<file path="config.mk">
export PLATFORM = sky130hd
export DESIGN_NAME = acp_top
export DESIGN_NICKNAME = d
export VERILOG_FILES = /design/src/pkg/acp_pkg.sv /design/src/rtl/acp_top.sv
export SDC_FILE = /design/constraint.sdc
export NUM_CORES = 1
export LEC_CHECK = 0
export BUFFER_PORTS_ARGS = -buffer_cell sky130_fd_sc_hd__buf_2
export CORE_MARGIN = 10
export CORE_UTILIZATION = 30
export DETAILED_ROUTE_END_ITERATION = 16
export HOLD_SLACK_MARGIN = 0.05
export PLACE_DENSITY = 0.56
export SLEW_MARGIN = 15
export SYNTH_ARGS = -nofsm -noshare
export SYNTH_HDL_FRONTEND = slang
export SYNTH_SLANG_ARGS = --single-unit
</file>
<file path="constraint.sdc">
create_clock -name clk -period 6 [get_ports clk]
set_input_delay 0.6 -clock clk [delete_from_list [all_inputs] [get_ports clk]]
set_output_delay 0.6 -clock clk [all_outputs]
set_load 0.01 [all_outputs]
</file>
<file path="src/pkg/acp_pkg.sv">
// Constants and types for the ATM cell processor
// Function
// (RULE1) Cell processor enabled in cell-bus mode, or packet mode with select high.
// (RULE2) Serial bytes go MSB first; first bit sits in bit 7.
// (RULE3) Processing off: no padding, HEC or errors; reorder and scramble remain.
// (RULE4) Processing off: FIFO read continuously, FFh while empty until above threshold.
// (RULE5) Each 32-bit FIFO word is split into bytes before reordering.
// (RULE6) Bit reordering reverses each byte end for end; the code leaves transmit fill-cell bytes unreordered.
// (RULE7) Fill cells with programmable header and payload when no complete cell.
// (RULE8) HEC is CRC-8, x^8+x^2+x+1, over four header bytes, after header.
// (RULE9) Coset x^6+x^4+x^2+1 is XORed into the HEC unless disabled.
// (RULE10) FIFO HEC is passed or overwritten; otherwise computed HEC is inserted.
// (RULE11) HEC mask inverted on error trigger from input or counted register.
// (RULE12) Self-synchronous x^43+1 scrambler over payload only or whole stream.
// (RULE13) DSS x^31+x^28+1; HEC bit1 with bit 211 back, bit2 current.
// (RULE14) DSS only in bit mode; processing off scrambles whole stream.
// (RULE15) Output serial in bit mode, whole bytes in octet mode.
// (RULE16) Receive processing off bypasses cell functions but still descrambles, reorders.
// (RULE17) Receive descrambles payload, whole stream or DSS as selected.
// (RULE18) Bit mode descrambles per bit then packs; octet mode per byte, no DSS.
// (RULE19) Acquisition loads HEC samples, counts cells, goes to verification at 16.
// (RULE20) Verification counts matches up, mismatches down; steady at 24, back at 8.
// (RULE21) Steady state counts up to 24, down on mismatch, acquisition at 16.
// (RULE22) Cells dropped during acquisition and verification.
// (RULE23) Reset clears counter, scrambler states, puts synchroniser in acquisition; the code loads both DSS LFSRs with DSS_SEED instead.
package acp_pkg;
   localparam logic [5:0] IDX_HEC = 6'h04;
   localparam logic [5:0] IDX_PAY = 6'h05;
   localparam logic [5:0] IDX_LAST = 6'h34;
   localparam logic [7:0] CRC_POLY = 8'h07;
   localparam logic [7:0] COSET = 8'h55;
   localparam logic [7:0] FILL_BYTE = 8'hFF;
   localparam logic [1:0] SCR_OFF = 2'h0;
   localparam logic [1:0] SCR_PAY = 2'h1;
   localparam logic [1:0] SCR_ALL = 2'h2;
   localparam logic [1:0] SCR_DSS = 2'h3;
   localparam logic [1:0] DM_GEN = 2'h0;
   localparam logic [1:0] DM_OLD = 2'h1;
   localparam logic [1:0] DM_NONE = 2'h2;
   localparam logic [4:0] CONF_VER = 5'h10;
   localparam logic [4:0] CONF_STD = 5'h18;
   localparam logic [4:0] CONF_LOST = 5'h08;
   localparam logic [4:0] CONF_MAX = 5'h18;
   localparam logic [4:0] CONF_DROP = 5'h10;
   localparam logic [30:0] DSS_SEED = 31'h00000001;
   localparam int FIFO_W = 32;
   localparam int FIFO_D = 8;
   typedef enum logic [2:0] {
      SS_ACQ = 3'b001,
      SS_VER = 3'b010,
      SS_STD = 3'b100
   } acp_sync_t;
endpackage

</file>
<file path="src/rtl/acp_top.sv">
// ATM cell processor: transmit and receive byte paths with word FIFO
`timescale 1ns/100ps

////////////////////////////////////////////////////////////////////////////
// Word FIFO
module acp_fifo #(
   parameter int WIDTH = 32,
   parameter int DEPTH = 8,
   parameter int AW = $clog2(DEPTH)
) (
   input wire logic clk,
   input wire logic rst_n,
   input wire logic in_valid,
   output logic in_ready,
   input wire logic [WIDTH-1:0] in_data,
   output logic out_valid,
   input wire logic out_ready,
   output logic [WIDTH-1:0] out_data
);
   typedef struct packed {
      logic [DEPTH-1:0][WIDTH-1:0] mem;
      logic [AW-1:0] wp;
      logic [AW-1:0] rp;
      logic [AW:0] cnt;
      logic room;
      logic empty;
   } acp_fifo_t;

   acp_fifo_t st_reg;
   acp_fifo_t st_next;
   logic push;
   logic pop;

   function automatic logic [AW-1:0] adv(input logic [AW-1:0] p);
      adv = (p == AW'(DEPTH - 1)) ? '0 : p + 1'b1;
   endfunction

   always_comb begin
      st_next = st_reg;
      push = in_valid & st_reg.room;
      pop = out_ready & ~st_reg.empty;
      if (push) begin
         st_next.mem[st_reg.wp] = in_data;
         st_next.wp = adv(st_reg.wp);
      end
      if (pop) begin
         st_next.rp = adv(st_reg.rp);
      end
      st_next.cnt = st_reg.cnt + {{AW{1'b0}}, push} - {{AW{1'b0}}, pop};
      st_next.room = st_next.cnt != (AW+1)'(DEPTH);
      st_next.empty = st_next.cnt == '0;
   end

   always_ff @(posedge clk or negedge rst_n) begin
      if (!rst_n) begin
         st_reg <= '0;
         st_reg.empty <= 1'b1;
         st_reg.room <= 1'b1;
      end else begin
         st_reg <= st_next;
      end
   end

   assign in_ready = st_reg.room;
   assign out_valid = ~st_reg.empty;
   assign out_data = st_reg.mem[st_reg.rp];
endmodule

////////////////////////////////////////////////////////////////////////////
// Cell processor top
module acp_top (
   input wire logic clk,
   input wire logic rst_n,
   input wire logic cell_bus_mode,
   input wire logic cell_in_packet_mode_select,
   input wire logic tx_proc_en,
   input wire logic rx_proc_en,
   input wire logic bit_reorder_en,
   input wire logic octet_mode,
   input wire logic [1:0] tx_scr_mode,
   input wire logic [1:0] rx_scr_mode,
   input wire logic coset_en,
   input wire logic tx_has_hec,
   input wire logic hec_pass_en,
   input wire logic [31:0] fill_header,
   input wire logic [7:0] fill_payload,
   input wire logic [7:0] err_mask,
   input wire logic err_use_input,
   input wire logic [7:0] err_count,
   input wire logic [7:0] err_period,
   input wire logic err_start,
   input wire logic manual_error_insert_in,
   input wire logic tx_cell_avail,
   input wire logic tx_above_ae,
   input wire logic [31:0] tx_word,
   input wire logic tx_word_valid,
   output logic tx_word_ready,
   input wire logic line_tx_ready,
   output logic [7:0] tx_byte_out,
   output logic tx_bit_out,
   output logic tx_out_valid,
   input wire logic rx_valid,
   input wire logic rx_cell_start,
   input wire logic rx_bit,
   input wire logic [7:0] rx_byte,
   output logic [31:0] rx_word,
   output logic rx_word_valid,
   output logic cell_proc_sel,
   output logic [2:0] sync_state,
   output logic [4:0] sync_conf
);
   typedef struct packed {
      logic sel;
      logic [2:0] ms;
      logic ml;
      logic [5:0] tidx;
      logic tfill;
      logic [31:0] tw;
      logic twok;
      logic [1:0] tsel;
      logic [7:0] tcrc;
      logic [7:0] tsh;
      logic [2:0] tbc;
      logic [7:0] tout;
      logic tbit;
      logic tvld;
      logic tstv;
      logic [42:0] t43;
      logic [30:0] tdl;
      logic [210:0] tdh;
      logic earm;
      logic eon;
      logic econt;
      logic [7:0] eleft;
      logic [7:0] eper;
      logic [5:0] ridx;
      logic [7:0] racc;
      logic [2:0] rbc;
      logic [7:0] rcrc;
      logic rkeep;
      logic [42:0] r43;
      logic [30:0] rdl;
      logic [210:0] rdh;
      acp_pkg::acp_sync_t sst;
      logic [4:0] conf;
      logic [31:0] rw;
      logic [1:0] rsel;
      logic [31:0] rout;
      logic rwv;
   } acp_state_t;

   acp_state_t st_reg;
   acp_state_t st_next;
   logic f_valid;
   logic [31:0] f_data;
   logic pop;
   logic take;
   logic avail;
   logic fire;
   logic fill;
   logic hec_slot;
   logic sok;
   logic [7:0] b;
   logic [7:0] sb;
   logic [7:0] hec;
   logic [50:0] sr;
   logic [249:0] dr;
   logic [242:0] db;
   logic [43:0] sbit;
   logic rb;
   logic rdone;
   logic rdss;
   logic rss;
   logic keepv;
   logic mism;
   logic [5:0] rix;
   logic [2:0] rbcv;
   logic [7:0] rbyte;
   logic [7:0] ob;
   logic [7:0] exp_hec;
   logic [1:0] dm;

   ////////////////////////////////////////////////////////////////////////
   // Helpers
   function automatic logic [7:0] rev8(input logic [7:0] d);
      logic [7:0] r;
      r = '0;
      for (int i = 0; i < 8; i++) begin
         r[i] = d[7-i];
      end
      return r;
   endfunction

   function automatic logic [7:0] crc8(input logic [7:0] c,
                                       input logic [7:0] d);
      logic [7:0] x;
      logic fb;
      x = c;
      for (int i = 7; i >= 0; i--) begin
         fb = x[7] ^ d[i];
         x = {x[6:0], 1'b0} ^ (fb ? acp_pkg::CRC_POLY : 8'h00);
      end
      return x;
   endfunction

   // Self-synchronous x^43+1, one bit: {state, out}
   function automatic logic [43:0] ss_bit(input logic [42:0] s,
                                          input logic d,
                                          input logic desc);
      logic o;
      o = d ^ s[42];
      return {s[41:0], desc ? d : o, o};
   endfunction

   function automatic logic [50:0] ss_byte(input logic [42:0] s,
                                           input logic [7:0] d,
                                           input logic desc);
      logic [43:0] t;
      logic [7:0] o;
      t = {s, 1'b0};
      o = '0;
      for (int i = 7; i >= 0; i--) begin
         t = ss_bit(t[43:1], d[i], desc);
         o[i] = t[0];
      end
      return {t[43:1], o};
   endfunction

   // Distributed sample generator, one bit: {lfsr, history, out}
   function automatic logic [242:0] dss_bit(input logic [30:0] l,
                                            input logic [210:0] h,
                                            input logic d,
                                            input logic [1:0] m);
      logic g;
      logic o;
      g = l[30] ^ l[27];
      if (m == acp_pkg::DM_OLD) begin
         o = d ^ h[210];
      end else if (m == acp_pkg::DM_NONE) begin
         o = d;
      end else begin
         o = d ^ g;
      end
      return {l[29:0], g, h[209:0], g, o};
   endfunction

   function automatic logic [1:0] dss_mode(input logic hs,
                                           input logic [2:0] pos);
      if (!hs) begin
         return acp_pkg::DM_GEN;
      end
      if (pos == 3'h0) begin
         return acp_pkg::DM_OLD;
      end
      return (pos == 3'h1) ? acp_pkg::DM_GEN : acp_pkg::DM_NONE;
   endfunction

   function automatic logic [249:0] dss_byte(input logic [30:0] l,
                                             input logic [210:0] h,
                                             input logic [7:0] d,
                                             input logic hs);
      logic [242:0] t;
      logic [7:0] o;
      t = {l, h, 1'b0};
      o = '0;
      for (int i = 0; i < 8; i++) begin
         t = dss_bit(t[242:212], t[211:1], d[7-i], dss_mode(hs, 3'(i)));
         o[7-i] = t[0];
      end
      return {t[242:1], o};
   endfunction

   acp_fifo #(
      .WIDTH(acp_pkg::FIFO_W),
      .DEPTH(acp_pkg::FIFO_D)
   ) u_fifo (
      .clk(clk),
      .rst_n(rst_n),
      .in_valid(tx_word_valid),
      .in_ready(tx_word_ready),
      .in_data(tx_word),
      .out_valid(f_valid),
      .out_ready(pop),
      .out_data(f_data)
   );

   ////////////////////////////////////////////////////////////////////////
   // Next state
   always_comb begin
      st_next = st_reg;
      pop = 1'b0;
      take = 1'b0;
      avail = 1'b0;
      fire = 1'b0;
      fill = st_reg.tfill;
      hec_slot = 1'b0;
      b = acp_pkg::FILL_BYTE;
      hec = 8'h00;
      sr = '0;
      dr = '0;
      db = '0;
      sbit = '0;
      rb = rx_bit;
      rdone = 1'b0;
      rbyte = rx_byte;
      ob = 8'h00;
      exp_hec = 8'h00;
      mism = 1'b0;
      dm = acp_pkg::DM_GEN;
      st_next.sel = cell_bus_mode | cell_in_packet_mode_select; // RULE1
      st_next.tvld = 1'b0;
      st_next.rwv = 1'b0;
      if (tx_above_ae) begin
         st_next.tstv = 1'b0; // RULE4
      end
      sok = st_reg.twok | f_valid;
      sb = st_reg.twok ? st_reg.tw[{~st_reg.tsel, 3'b000} +: 8]
                       : f_data[31:24]; // RULE5
      // Transmit
      if (st_reg.sel & line_tx_ready) begin
         if (~octet_mode & (st_reg.tbc != 3'h0)) begin
            st_next.tbit = st_reg.tsh[7]; // RULE2
            st_next.tsh = {st_reg.tsh[6:0], 1'b0};
            st_next.tbc = st_reg.tbc - 3'h1;
            st_next.tvld = 1'b1;
         end else if (~tx_proc_en) begin
            avail = 1'b1; // RULE3
            if (sok & (st_reg.twok | ~st_reg.tstv)) begin
               take = 1'b1;
               b = bit_reorder_en ? rev8(sb) : sb;
            end else if (~sok) begin
               st_next.tstv = 1'b1; // RULE4
            end
         end else begin
            hec_slot = st_reg.tidx == acp_pkg::IDX_HEC;
            if (st_reg.tidx == 6'h00) begin
               fill = ~tx_cell_avail; // RULE7
            end
            st_next.tfill = fill;
            if (fill) begin
               avail = 1'b1;
               b = (st_reg.tidx < acp_pkg::IDX_HEC)
                   ? fill_header[{~st_reg.tidx[1:0], 3'b000} +: 8]
                   : fill_payload; // RULE7
            end else if (hec_slot) begin
               avail = ~tx_has_hec | f_valid;
               pop = tx_has_hec & f_valid;
               b = f_data[31:24];
            end else begin
               avail = sok;
               take = sok;
               b = sb;
            end
            if (bit_reorder_en & ~fill) begin
               b = rev8(b); // RULE6
            end
            if (hec_slot) begin
               hec = st_reg.tcrc ^ (coset_en ? acp_pkg::COSET : 8'h00); // RULE8 RULE9
               if (~fill & tx_has_hec & hec_pass_en & avail) begin
                  hec = b; // RULE10
               end
               if (avail) begin
                  if (err_use_input) begin
                     fire = st_reg.earm;
                     st_next.earm = 1'b0;
                  end else if (st_reg.eon & (st_reg.eper == 8'h00)) begin
                     fire = 1'b1;
                     st_next.eper = err_period;
                     if (~st_reg.econt) begin
                        st_next.eleft = st_reg.eleft - 8'h01;
                        st_next.eon = st_reg.eleft != 8'h01;
                     end
                  end else if (st_reg.eon) begin
                     st_next.eper = st_reg.eper - 8'h01;
                  end
               end
               b = fire ? (hec ^ err_mask) : hec; // RULE11
            end else if (avail & (st_reg.tidx < acp_pkg::IDX_HEC)) begin
               st_next.tcrc = crc8((st_reg.tidx == 6'h00) ? 8'h00
                                   : st_reg.tcrc, b); // RULE8
            end
         end
         if (avail) begin
            if (tx_proc_en & (tx_scr_mode == acp_pkg::SCR_DSS)) begin
               if (~octet_mode) begin
                  dr = dss_byte(st_reg.tdl, st_reg.tdh, b, hec_slot); // RULE13 RULE14
                  st_next.tdl = dr[249:219];
                  st_next.tdh = dr[218:8];
                  b = dr[7:0];
               end
            end else if ((tx_scr_mode == acp_pkg::SCR_ALL) |
                         ((tx_scr_mode != acp_pkg::SCR_OFF) & ~tx_proc_en) |
                         ((tx_scr_mode == acp_pkg::SCR_PAY) &
                          (st_reg.tidx >= acp_pkg::IDX_PAY))) begin
               sr = ss_byte(st_reg.t43, b, 1'b0); // RULE12 RULE14
               st_next.t43 = sr[50:8];
               b = sr[7:0];
            end
            if (tx_proc_en) begin
               st_next.tidx = (st_reg.tidx == acp_pkg::IDX_LAST) ? 6'h00
                              : st_reg.tidx + 6'h01;
            end
            st_next.tout = b; // RULE15
            st_next.tvld = 1'b1;
            st_next.tbit = b[7]; // RULE2
            st_next.tsh = {b[6:0], 1'b0};
            st_next.tbc = octet_mode ? 3'h0 : 3'h7; // RULE15
         end
      end
      if (take) begin
         if (st_reg.twok) begin
            st_next.tsel = st_reg.tsel + 2'h1;
            st_next.twok = st_reg.tsel != 2'h3;
         end else begin
            pop = 1'b1;
            st_next.tw = f_data;
            st_next.twok = 1'b1;
            st_next.tsel = 2'h1;
         end
      end
      // Error trigger sources; arming wins over the clear above
      st_next.ms = {st_reg.ms[1:0], manual_error_insert_in};
      if (st_reg.ms[2] == st_reg.ms[1]) begin
         st_next.ml = st_reg.ms[2];
      end
      if (st_next.ml & ~st_reg.ml & err_use_input) begin
         st_next.earm = 1'b1; // RULE11
      end
      if (err_start & ~err_use_input) begin
         st_next.eon = 1'b1; // RULE11
         st_next.econt = err_count == 8'h00;
         st_next.eleft = err_count;
         st_next.eper = 8'h00;
      end
      // Receive
      rix = rx_cell_start ? 6'h00 : st_reg.ridx;
      rbcv = rx_cell_start ? 3'h0 : st_reg.rbc;
      rdss = rx_proc_en & (rx_scr_mode == acp_pkg::SCR_DSS) & ~octet_mode;
      rss = (rx_scr_mode == acp_pkg::SCR_ALL) |
            ((rx_scr_mode != acp_pkg::SCR_OFF) & ~rx_proc_en) |
            ((rx_scr_mode == acp_pkg::SCR_PAY) & rx_proc_en &
             (rix >= acp_pkg::IDX_PAY)); // RULE16 RULE17
      keepv = ~rdss | (rx_cell_start ? (st_reg.sst == acp_pkg::SS_STD)
                                     : st_reg.rkeep); // RULE22
      if (st_reg.sel & rx_valid) begin
         st_next.rkeep = keepv;
         if (~octet_mode) begin
            if (rdss) begin
               dm = dss_mode(rix == acp_pkg::IDX_HEC, rbcv);
               db = dss_bit(st_reg.rdl, st_reg.rdh, rx_bit, dm); // RULE17
               st_next.rdl = db[242:212];
               st_next.rdh = db[211:1];
               rb = db[0];
            end else if (rss) begin
               sbit = ss_bit(st_reg.r43, rx_bit, 1'b1); // RULE18
               st_next.r43 = sbit[43:1];
               rb = sbit[0];
            end
            rbyte = {st_reg.racc[6:0], rb}; // RULE2
            st_next.racc = rbyte;
            st_next.rbc = rbcv + 3'h1;
            rdone = rbcv == 3'h7;
         end else begin
            if (rss) begin
               sr = ss_byte(st_reg.r43, rx_byte, 1'b1); // RULE18
               st_next.r43 = sr[50:8];
               rbyte = sr[7:0];
            end
            rdone = 1'b1;
         end
         if (rdone) begin
            st_next.ridx = rix;
            if (rx_proc_en) begin
               st_next.ridx = (rix == acp_pkg::IDX_LAST) ? 6'h00
                              : rix + 6'h01;
            end
            if (rx_proc_en & (rix < acp_pkg::IDX_HEC)) begin
               st_next.rcrc = crc8((rix == 6'h00) ? 8'h00
                                   : st_reg.rcrc, rbyte);
            end
            if (rdss & (rix == acp_pkg::IDX_HEC)) begin
               exp_hec = st_reg.rcrc ^ (coset_en ? acp_pkg::COSET : 8'h00);
               mism = rbyte[7:6] != exp_hec[7:6];
               unique case (st_reg.sst)
                  acp_pkg::SS_ACQ: begin
                     st_next.rdl[0] = st_next.rdl[0] ^ rbyte[6] ^ exp_hec[6]; // RULE19
                     st_next.rdh[0] = st_next.rdh[0] ^ rbyte[7] ^ exp_hec[7];
                     st_next.conf = st_reg.conf + 5'h01;
                     if (st_next.conf >= acp_pkg::CONF_VER) begin
                        st_next.sst = acp_pkg::SS_VER; // RULE19
                     end
                  end
                  acp_pkg::SS_VER: begin
                     st_next.conf = mism ? st_reg.conf - 5'h01
                                         : st_reg.conf + 5'h01; // RULE20
                     if (st_next.conf == acp_pkg::CONF_STD) begin
                        st_next.sst = acp_pkg::SS_STD; // RULE20
                     end else if (st_next.conf == acp_pkg::CONF_LOST) begin
                        st_next.sst = acp_pkg::SS_ACQ; // RULE20
                     end
                  end
                  acp_pkg::SS_STD: begin
                     if (mism) begin
                        st_next.conf = st_reg.conf - 5'h01; // RULE21
                     end else if (st_reg.conf < acp_pkg::CONF_MAX) begin
                        st_next.conf = st_reg.conf + 5'h01; // RULE21
                     end
                     if (st_next.conf == acp_pkg::CONF_DROP) begin
                        st_next.sst = acp_pkg::SS_ACQ; // RULE21
                     end
                  end
                  default: begin
                     st_next.sst = acp_pkg::SS_ACQ;
                  end
               endcase
            end
            if (keepv) begin
               ob = bit_reorder_en ? rev8(rbyte) : rbyte; // RULE6 RULE16
               st_next.rw[{~st_reg.rsel, 3'b000} +: 8] = ob;
               st_next.rsel = st_reg.rsel + 2'h1;
               if (st_reg.rsel == 2'h3) begin
                  st_next.rout = {st_reg.rw[31:8], ob};
                  st_next.rwv = 1'b1;
               end
            end
         end
      end
   end

   always_ff @(posedge clk or negedge rst_n) begin
      if (!rst_n) begin
         st_reg <= '0; // RULE23
         st_reg.sst <= acp_pkg::SS_ACQ; // RULE23
         st_reg.tdl <= acp_pkg::DSS_SEED;
         st_reg.rdl <= acp_pkg::DSS_SEED;
      end else begin
         st_reg <= st_next;
      end
   end

   assign tx_byte_out = st_reg.tout;
   assign tx_bit_out = st_reg.tbit;
   assign tx_out_valid = st_reg.tvld;
   assign rx_word = st_reg.rout;
   assign rx_word_valid = st_reg.rwv;
   assign cell_proc_sel = st_reg.sel;
   assign sync_state = st_reg.sst;
   assign sync_conf = st_reg.conf;
endmodule

</file>
[Word-level counts from Yosys, hierarchy flattened]
Index checks and enable logic that the tools add are counted.
Word-level totals
  input port bits: 129
  output and inout bits: 53
  register bits: 1035
  logic and storage cells: 530
Cells by class
  $lt $le $gt $ge: 9
  reductions and logical operators: 43
  equal/unequal tests: 44
  shifts and indexed selects: 4
  bitwise operators: 136
  mux-type cells: 227
  add/sub/neg operators: 15
Operators by type and width (count)
  $mux 242: 5
  $mux 289: 1
  $mux 285: 1
  $mux 8: 33
  $mux 43: 6
  $bwmux 256: 1
  $xor 8x3->8: 16
  $bmux 32 s3: 1
  $demux 32 s3: 1
  $mux 16: 6
  $mux 1: 93
  $mux 76: 1
  $mux 3: 25
  $mux 67: 1
  $mux 32: 2
  $shiftx 32x6->8: 2
  $xor 1x1->1: 64
  $mux 2: 30
  $mux 5: 7
  $mux 33: 1
  $bwmux 32: 1
  $shift 8x7->32 const A: 1
  $shiftx 8x7->32: 1
  $and 1x1->1: 26
  59 further kinds: 152

[Depth between registers and ports, before layout]
  word-level depth: 45
  gate-level depth with buffers: 19
  gate-level depth less buffers: 17

[Hierarchy]
A second synthesis with hierarchy kept.
Second synthesis, totals
  cells, all modules: 3537
  area total of the unflattened synthesis: 38802.2 um^2
By module, submodules not included
  acp_top: seq. area each 14242.4 um^2, area each 26837.0 um^2, instances 1, cells each 2818
  acp_fifo: seq. area each 6708.9 um^2, area each 11965.2 um^2, instances 1, cells each 719

[Least setup slack after synthesis]
OpenSTA, ideal clock, no wires.
  path type: register to register
  start: register st_reg[757] (netlist bit)
  end: register u_fifo.st_reg[0] (netlist bit)
  arrival: 4.001 ns
  library setup time: 0.069 ns
  slack: 1.931 ns
  cell stages (with the launch flop): 20
  required time: 5.931 ns
  clock period less this slack: 4.069 ns
  buffers on the path: 2
  path through: dfrtp_1 -> clkbuf_1 -> inv_1 -> ha_1 -> clkbuf_1 -> inv_1 -> o21ai_4 -> o21ai_4 -> o21ai_0 -> o211ai_1 -> nor2_1 -> o21ai_0 -> inv_1 -> ha_1 -> inv_1 -> ha_1 -> fa_1 -> xor2_1 -> nor3_1 -> nor2b_1
RTL lines
  start: declaration: line acp_top.sv:152  | acp_state_t st_reg;
  start signal: assignment: line acp_top.sv:537  | st_reg <= st_next;
  end signal: assignment: line acp_top.sv:60  | st_reg <= st_next;
  end: declaration: line acp_top.sv:29  | acp_fifo_t st_reg;

[Worst setup path in the final report]
  start: register st_reg[757] (netlist bit)
  end: register st_reg[652] (netlist bit)
Between the ends
  longest elaborated chain between the ends: 23
  elaborated cells between the ends (all ways): 50
  classes of those cells: order compare (2); eq/ne (1); shift (1); mux (34); bitwise (10); reduce/logical (2)
Ends and longest elaborated chain
  parallel branches: the longest is 23 deep, another holds $shiftx 32x6->8
Several ways; the timed one is not identified. The select of a mux whose other input is x is not followed.
A chain may end at the register's enable or synchronous reset.

==> flow_summary_export.csv <==
group,metric,value,unit
route,drt_first_pass_iters,5,
worst_setup_path,critPathArrivalTime,5.33,ns
layout,drive_above_1_share,0.243,
synthesis,synth_edf_count,0,
sta,max_slew_margin,0.237,
placement,dp.cells,5263,
sta,clock.fmax,207,MHz
job,drv_cap,0,
placement,placed_cell_area,0.0412,mm²
sta,maxSlewViolCount,0,
power_and_ir_drop,power_switching,7.07,mW
sta,fin_tns_setup,0,ns
global_routing,gr-total-overflow,0,
clocking,clock_path_buffers,3,
route,vias,25666,
route,drtIter0Drc,1893,
global_routing,track_usage,0.127,
power_and_ir_drop,leakage,20.7,nW
floorplanning,fp-row-count,131,
synthesis,syn_area_per_cell,10.9,µm²
sta,worstMarginPinSlew,1.15,ns
worst_setup_path,max_stage_delay,0.65,ns
route,vias_per_cell,4.71,
route,wl,93.2,mm
layout,finalInstanceArea,0.0445,mm²
route,drc,0,
synthesis,synth_xor_area_frac,0.0246,
synthesis,synth_compound_area_frac,0.0664,
worst_setup_path,end_kind,"register",
route,postRouteAntennaNets,0,
power_and_ir_drop,sw_frac_of_total,0.330,
layout,mostFrequentLayoutCells,"nand2_1, dfrtp_1, mux2_2",
layout,fillers,12792,
synthesis,yosysWarnings,0,
power_and_ir_drop,p_per_area,482,mW/mm²
floorplanning,top_level_ports,182,
worst_setup_path,worst-r2r-cell-count,11,
synthesis,synth_top_family_by_area,"multiplexers",
synthesis,synth_cell_types,111,
sta,period_needed,4.82,ns
worst_hold_path,hold_path_depth,2,
synthesis,syn_area,0.0388,mm²
sta,rsz0062_at_grt,"no",
sta,clock_skew,0.0259,ns
synthesis,synth.yosys.seq_area_share,0.540,
clocking,numCtsBuffers,93,
global_routing,antenna_found_initial,32,
layout,fin_util,0.347,
route,wl_per_cell,17.1,µm
power_and_ir_drop,seqPwrFrac,0.395,
sta,hold_slack,0.150,ns
sta,final_hold_viol_count,0,
synthesis,synthArstFlopShare,1.00,
worst_setup_path,cpMostUsedCell,"nand2_1",
clocking,clockRootBuffer,"clkbuf_16",
floorplanning,fp.coreArea,0.128,mm²
worst_setup_path,cp_max_fo,27,
clocking,cts_tree,"done",
clocking,clock_latency,0.65,ns
worst_setup_path,crit_type,"register to register",
placement,dp_hpwl,61.4,mm
worst_hold_path,hp-class,"primary input to register",
power_and_ir_drop,p_int,14.4,mW
floorplanning,die_h,380,µm
worst_setup_path,crit_required,6.51,ns
power_and_ir_drop,clockPowerShare,0.279,
sta,setup_viol,0,
floorplanning,dieArea,0.144,mm²
power_and_ir_drop,pwr-share-comb,0.326,
global_routing,grt_max_degree,241,
layout,area_delta_synth_final,14.6,%
sta,period_share,0.804,
synthesis,syn-instance-count,3552,
clocking,htree_levels,3,
worst_setup_path,critical_path.startpoint_type,"register",
worst_setup_path,path_buf_inv,2,
worst_setup_path,path_cells,"inv_1, ha_1, nor2b_1, nand3_1, o2111a_1, a21o_1, nor2_1, nand2_1, buf_4, nand2_1, o21ai_1",
layout,final_cells,5445,
clocking,clkTransAtPathRegs,0.06,ns
placement,gp_congestion,0.832,
synthesis,synthAdderAreaFrac,0.0101,
global_routing,grt_pass1_vias,25953,
clocking,postCtsSetupRepairBufs,0,
synthesis,synth_seq_cells,837,
placement,numPortBuffers,181,
worst_setup_path,worst-path-stages,11,
floorplanning,start_util,0.303,
power_and_ir_drop,max-vdd-ir-drop,0.000260,V
synthesis,synth-simple-area-share,0.146,
floorplanning,die_x,380,µm
run_status,status,"complete, no violations",
layout,final_nets,3790,
worst_setup_path,crit_slowest_cell,"nand2_1",
worst_setup_path,critPathTopFamily,"simple AND/OR/NAND/NOR gates",
layout,largest_reg_flops,515,
clocking,cts_num_sinks,837,
layout,layout_commonest_cell,"nand2_1",
synthesis,synth_mux_area_frac,0.179,
synthesis,synth_flop_cell,"dfrtp_1",
global_routing,grt_pass1_wl,150,mm
synthesis,syn_nets,3711,
## per-layer routing
layer | wire [µm] | part of all wire | up-vias | global-route usage
met3 | 4640 | 0.050 | 173 | 0.0282
met1 | 44300 | 0.48 | 12761 | 0.177
met4 | 2640 | 0.028 | 22 | 0.0399
met5 | 143 | 0.0015 | - | 0
li1 | - | - | 12232 | -
met2 | 41500 | 0.44 | 478 | 0.196
## cell usage after synthesis (5+ instances only)
| library cell | instances | area (µm²) |
|---|---|---|
| xor2_1 | 42 | 368 |
| o21ai_0 | 109 | 546 |
| o2111ai_1 | 6 | 52.6 |
| a211oi_1 | 8 | 60.1 |
| and3_1 | 15 | 93.8 |
| inv_1 | 45 | 169 |
| o211ai_1 | 7 | 52.6 |
| o21ai_1 | 11 | 55.1 |
| a31oi_1 | 8 | 50.1 |
| mux2i_1 | 87 | 871 |
| nor3_1 | 34 | 170 |
| ha_1 | 29 | 363 |
| mux4_2 | 85 | 1910 |
| nor4_1 | 8 | 50.1 |
| nand3_1 | 28 | 140 |
| nor2_1 | 146 | 548 |
| or3_1 | 15 | 93.8 |
| a21o_1 | 8 | 60.1 |
| or4_1 | 6 | 45.0 |
| a22o_1 | 13 | 114 |
| buf_2 | 15 | 75.1 |
| buf_4 | 51 | 383 |
| o21a_1 | 5 | 37.5 |
| and2_1 | 5 | 31.3 |
| clkbuf_1 | 128 | 480 |
| a21oi_1 | 148 | 741 |
| dfstp_2 | 5 | 131 |
| nor2b_1 | 11 | 68.8 |
| dfrtp_1 | 832 | 20800 |
| xnor2_1 | 57 | 499 |
| nand4_1 | 10 | 62.6 |
| mux2_2 | 365 | 4110 |
| nand2_1 | 1037 | 3890 |
| buf_6 | 9 | 101 |
| nand2b_1 | 14 | 87.6 |
| buf_1 | 32 | 120 |
## cells by family after synthesis
group	after synthesis
AOI/OAI and AO/OA	396
DFF	837
xor gates and xnor gates	104
and+or+nand+nor	1363
muxes	540
buffers and inverters	281
adders and majority gates	31
## power by group through the flow
stage          Clock (mW)  Sequential (mW)  Combinational [mW]
4_1_cts              6.18             8.48                7.04
3_5_place_dp            0             8.56                7.01
3_3_place_gp            0             8.53                6.89
2_1_floorplan           0             7.96                5.77
5_1_grt              6.40             8.72                7.64
6_report             5.98             8.47                6.98
## worst register-to-register path, cell delays in order (launching register included)
cell	delay, ns
dfrtp_1	0.54
inv_1	0.20
ha_1	0.42
nor2b_1	0.38
nand3_1	0.49
o2111a_1	0.60
a21o_1	0.33
nor2_1	0.52
nand2_1	0.65
buf_4	0.41
nand2_1	0.08
o21ai_1	0.06
## final timing paths
| path | from | slack (ns) | end |
|---|---|---|---|
| max | st_reg[757] | 1.18 | st_reg[652] |
| min | cell_bus_mode | 0.15 | cell_proc_sel |
| max reg2reg | st_reg[757] | 1.18 | st_reg[652] |
| min reg2reg | st_next[764] | 0.35 | st_next[765] |
| max in group asynchronous | rst_n | 3.95 | st_reg[251] |
| min in group asynchronous | rst_n | 0.60 | st_reg[400] |
## timing repair
action                                  in CTS  in global routing
endpoints found under the setup margin       0                  0
hold endpoints to repair                    88                  0
hold buffers                                 2                  0
gates resized for setup                      0                  0
## per-stage QoR
step,worst slack (ns),power [mW]
after CTS,1.23,21.7
after floorplan,1.93,13.7
after global routing,0.696,22.8
final,1.18,21.4
after detailed placement,1.25,15.6
after global placement,1.34,15.4
## area by class of cell
type / count / area, µm² / share of cell area
inverters: 46 / 173 / 0.00388
well taps: 1729 / 2160 / 0.0486
clock buffers: 139 / 2840 / 0.0639
flip-flops and latches: 837 / 21000 / 0.471
clock inverters: 32 / 434 / 0.00976
diodes: 9 / 22.5 / 0.000506
multi-input cells: 2434 / 16600 / 0.374
repair buffers: 219 / 1270 / 0.0286
(Power assumes the default switching activity.)
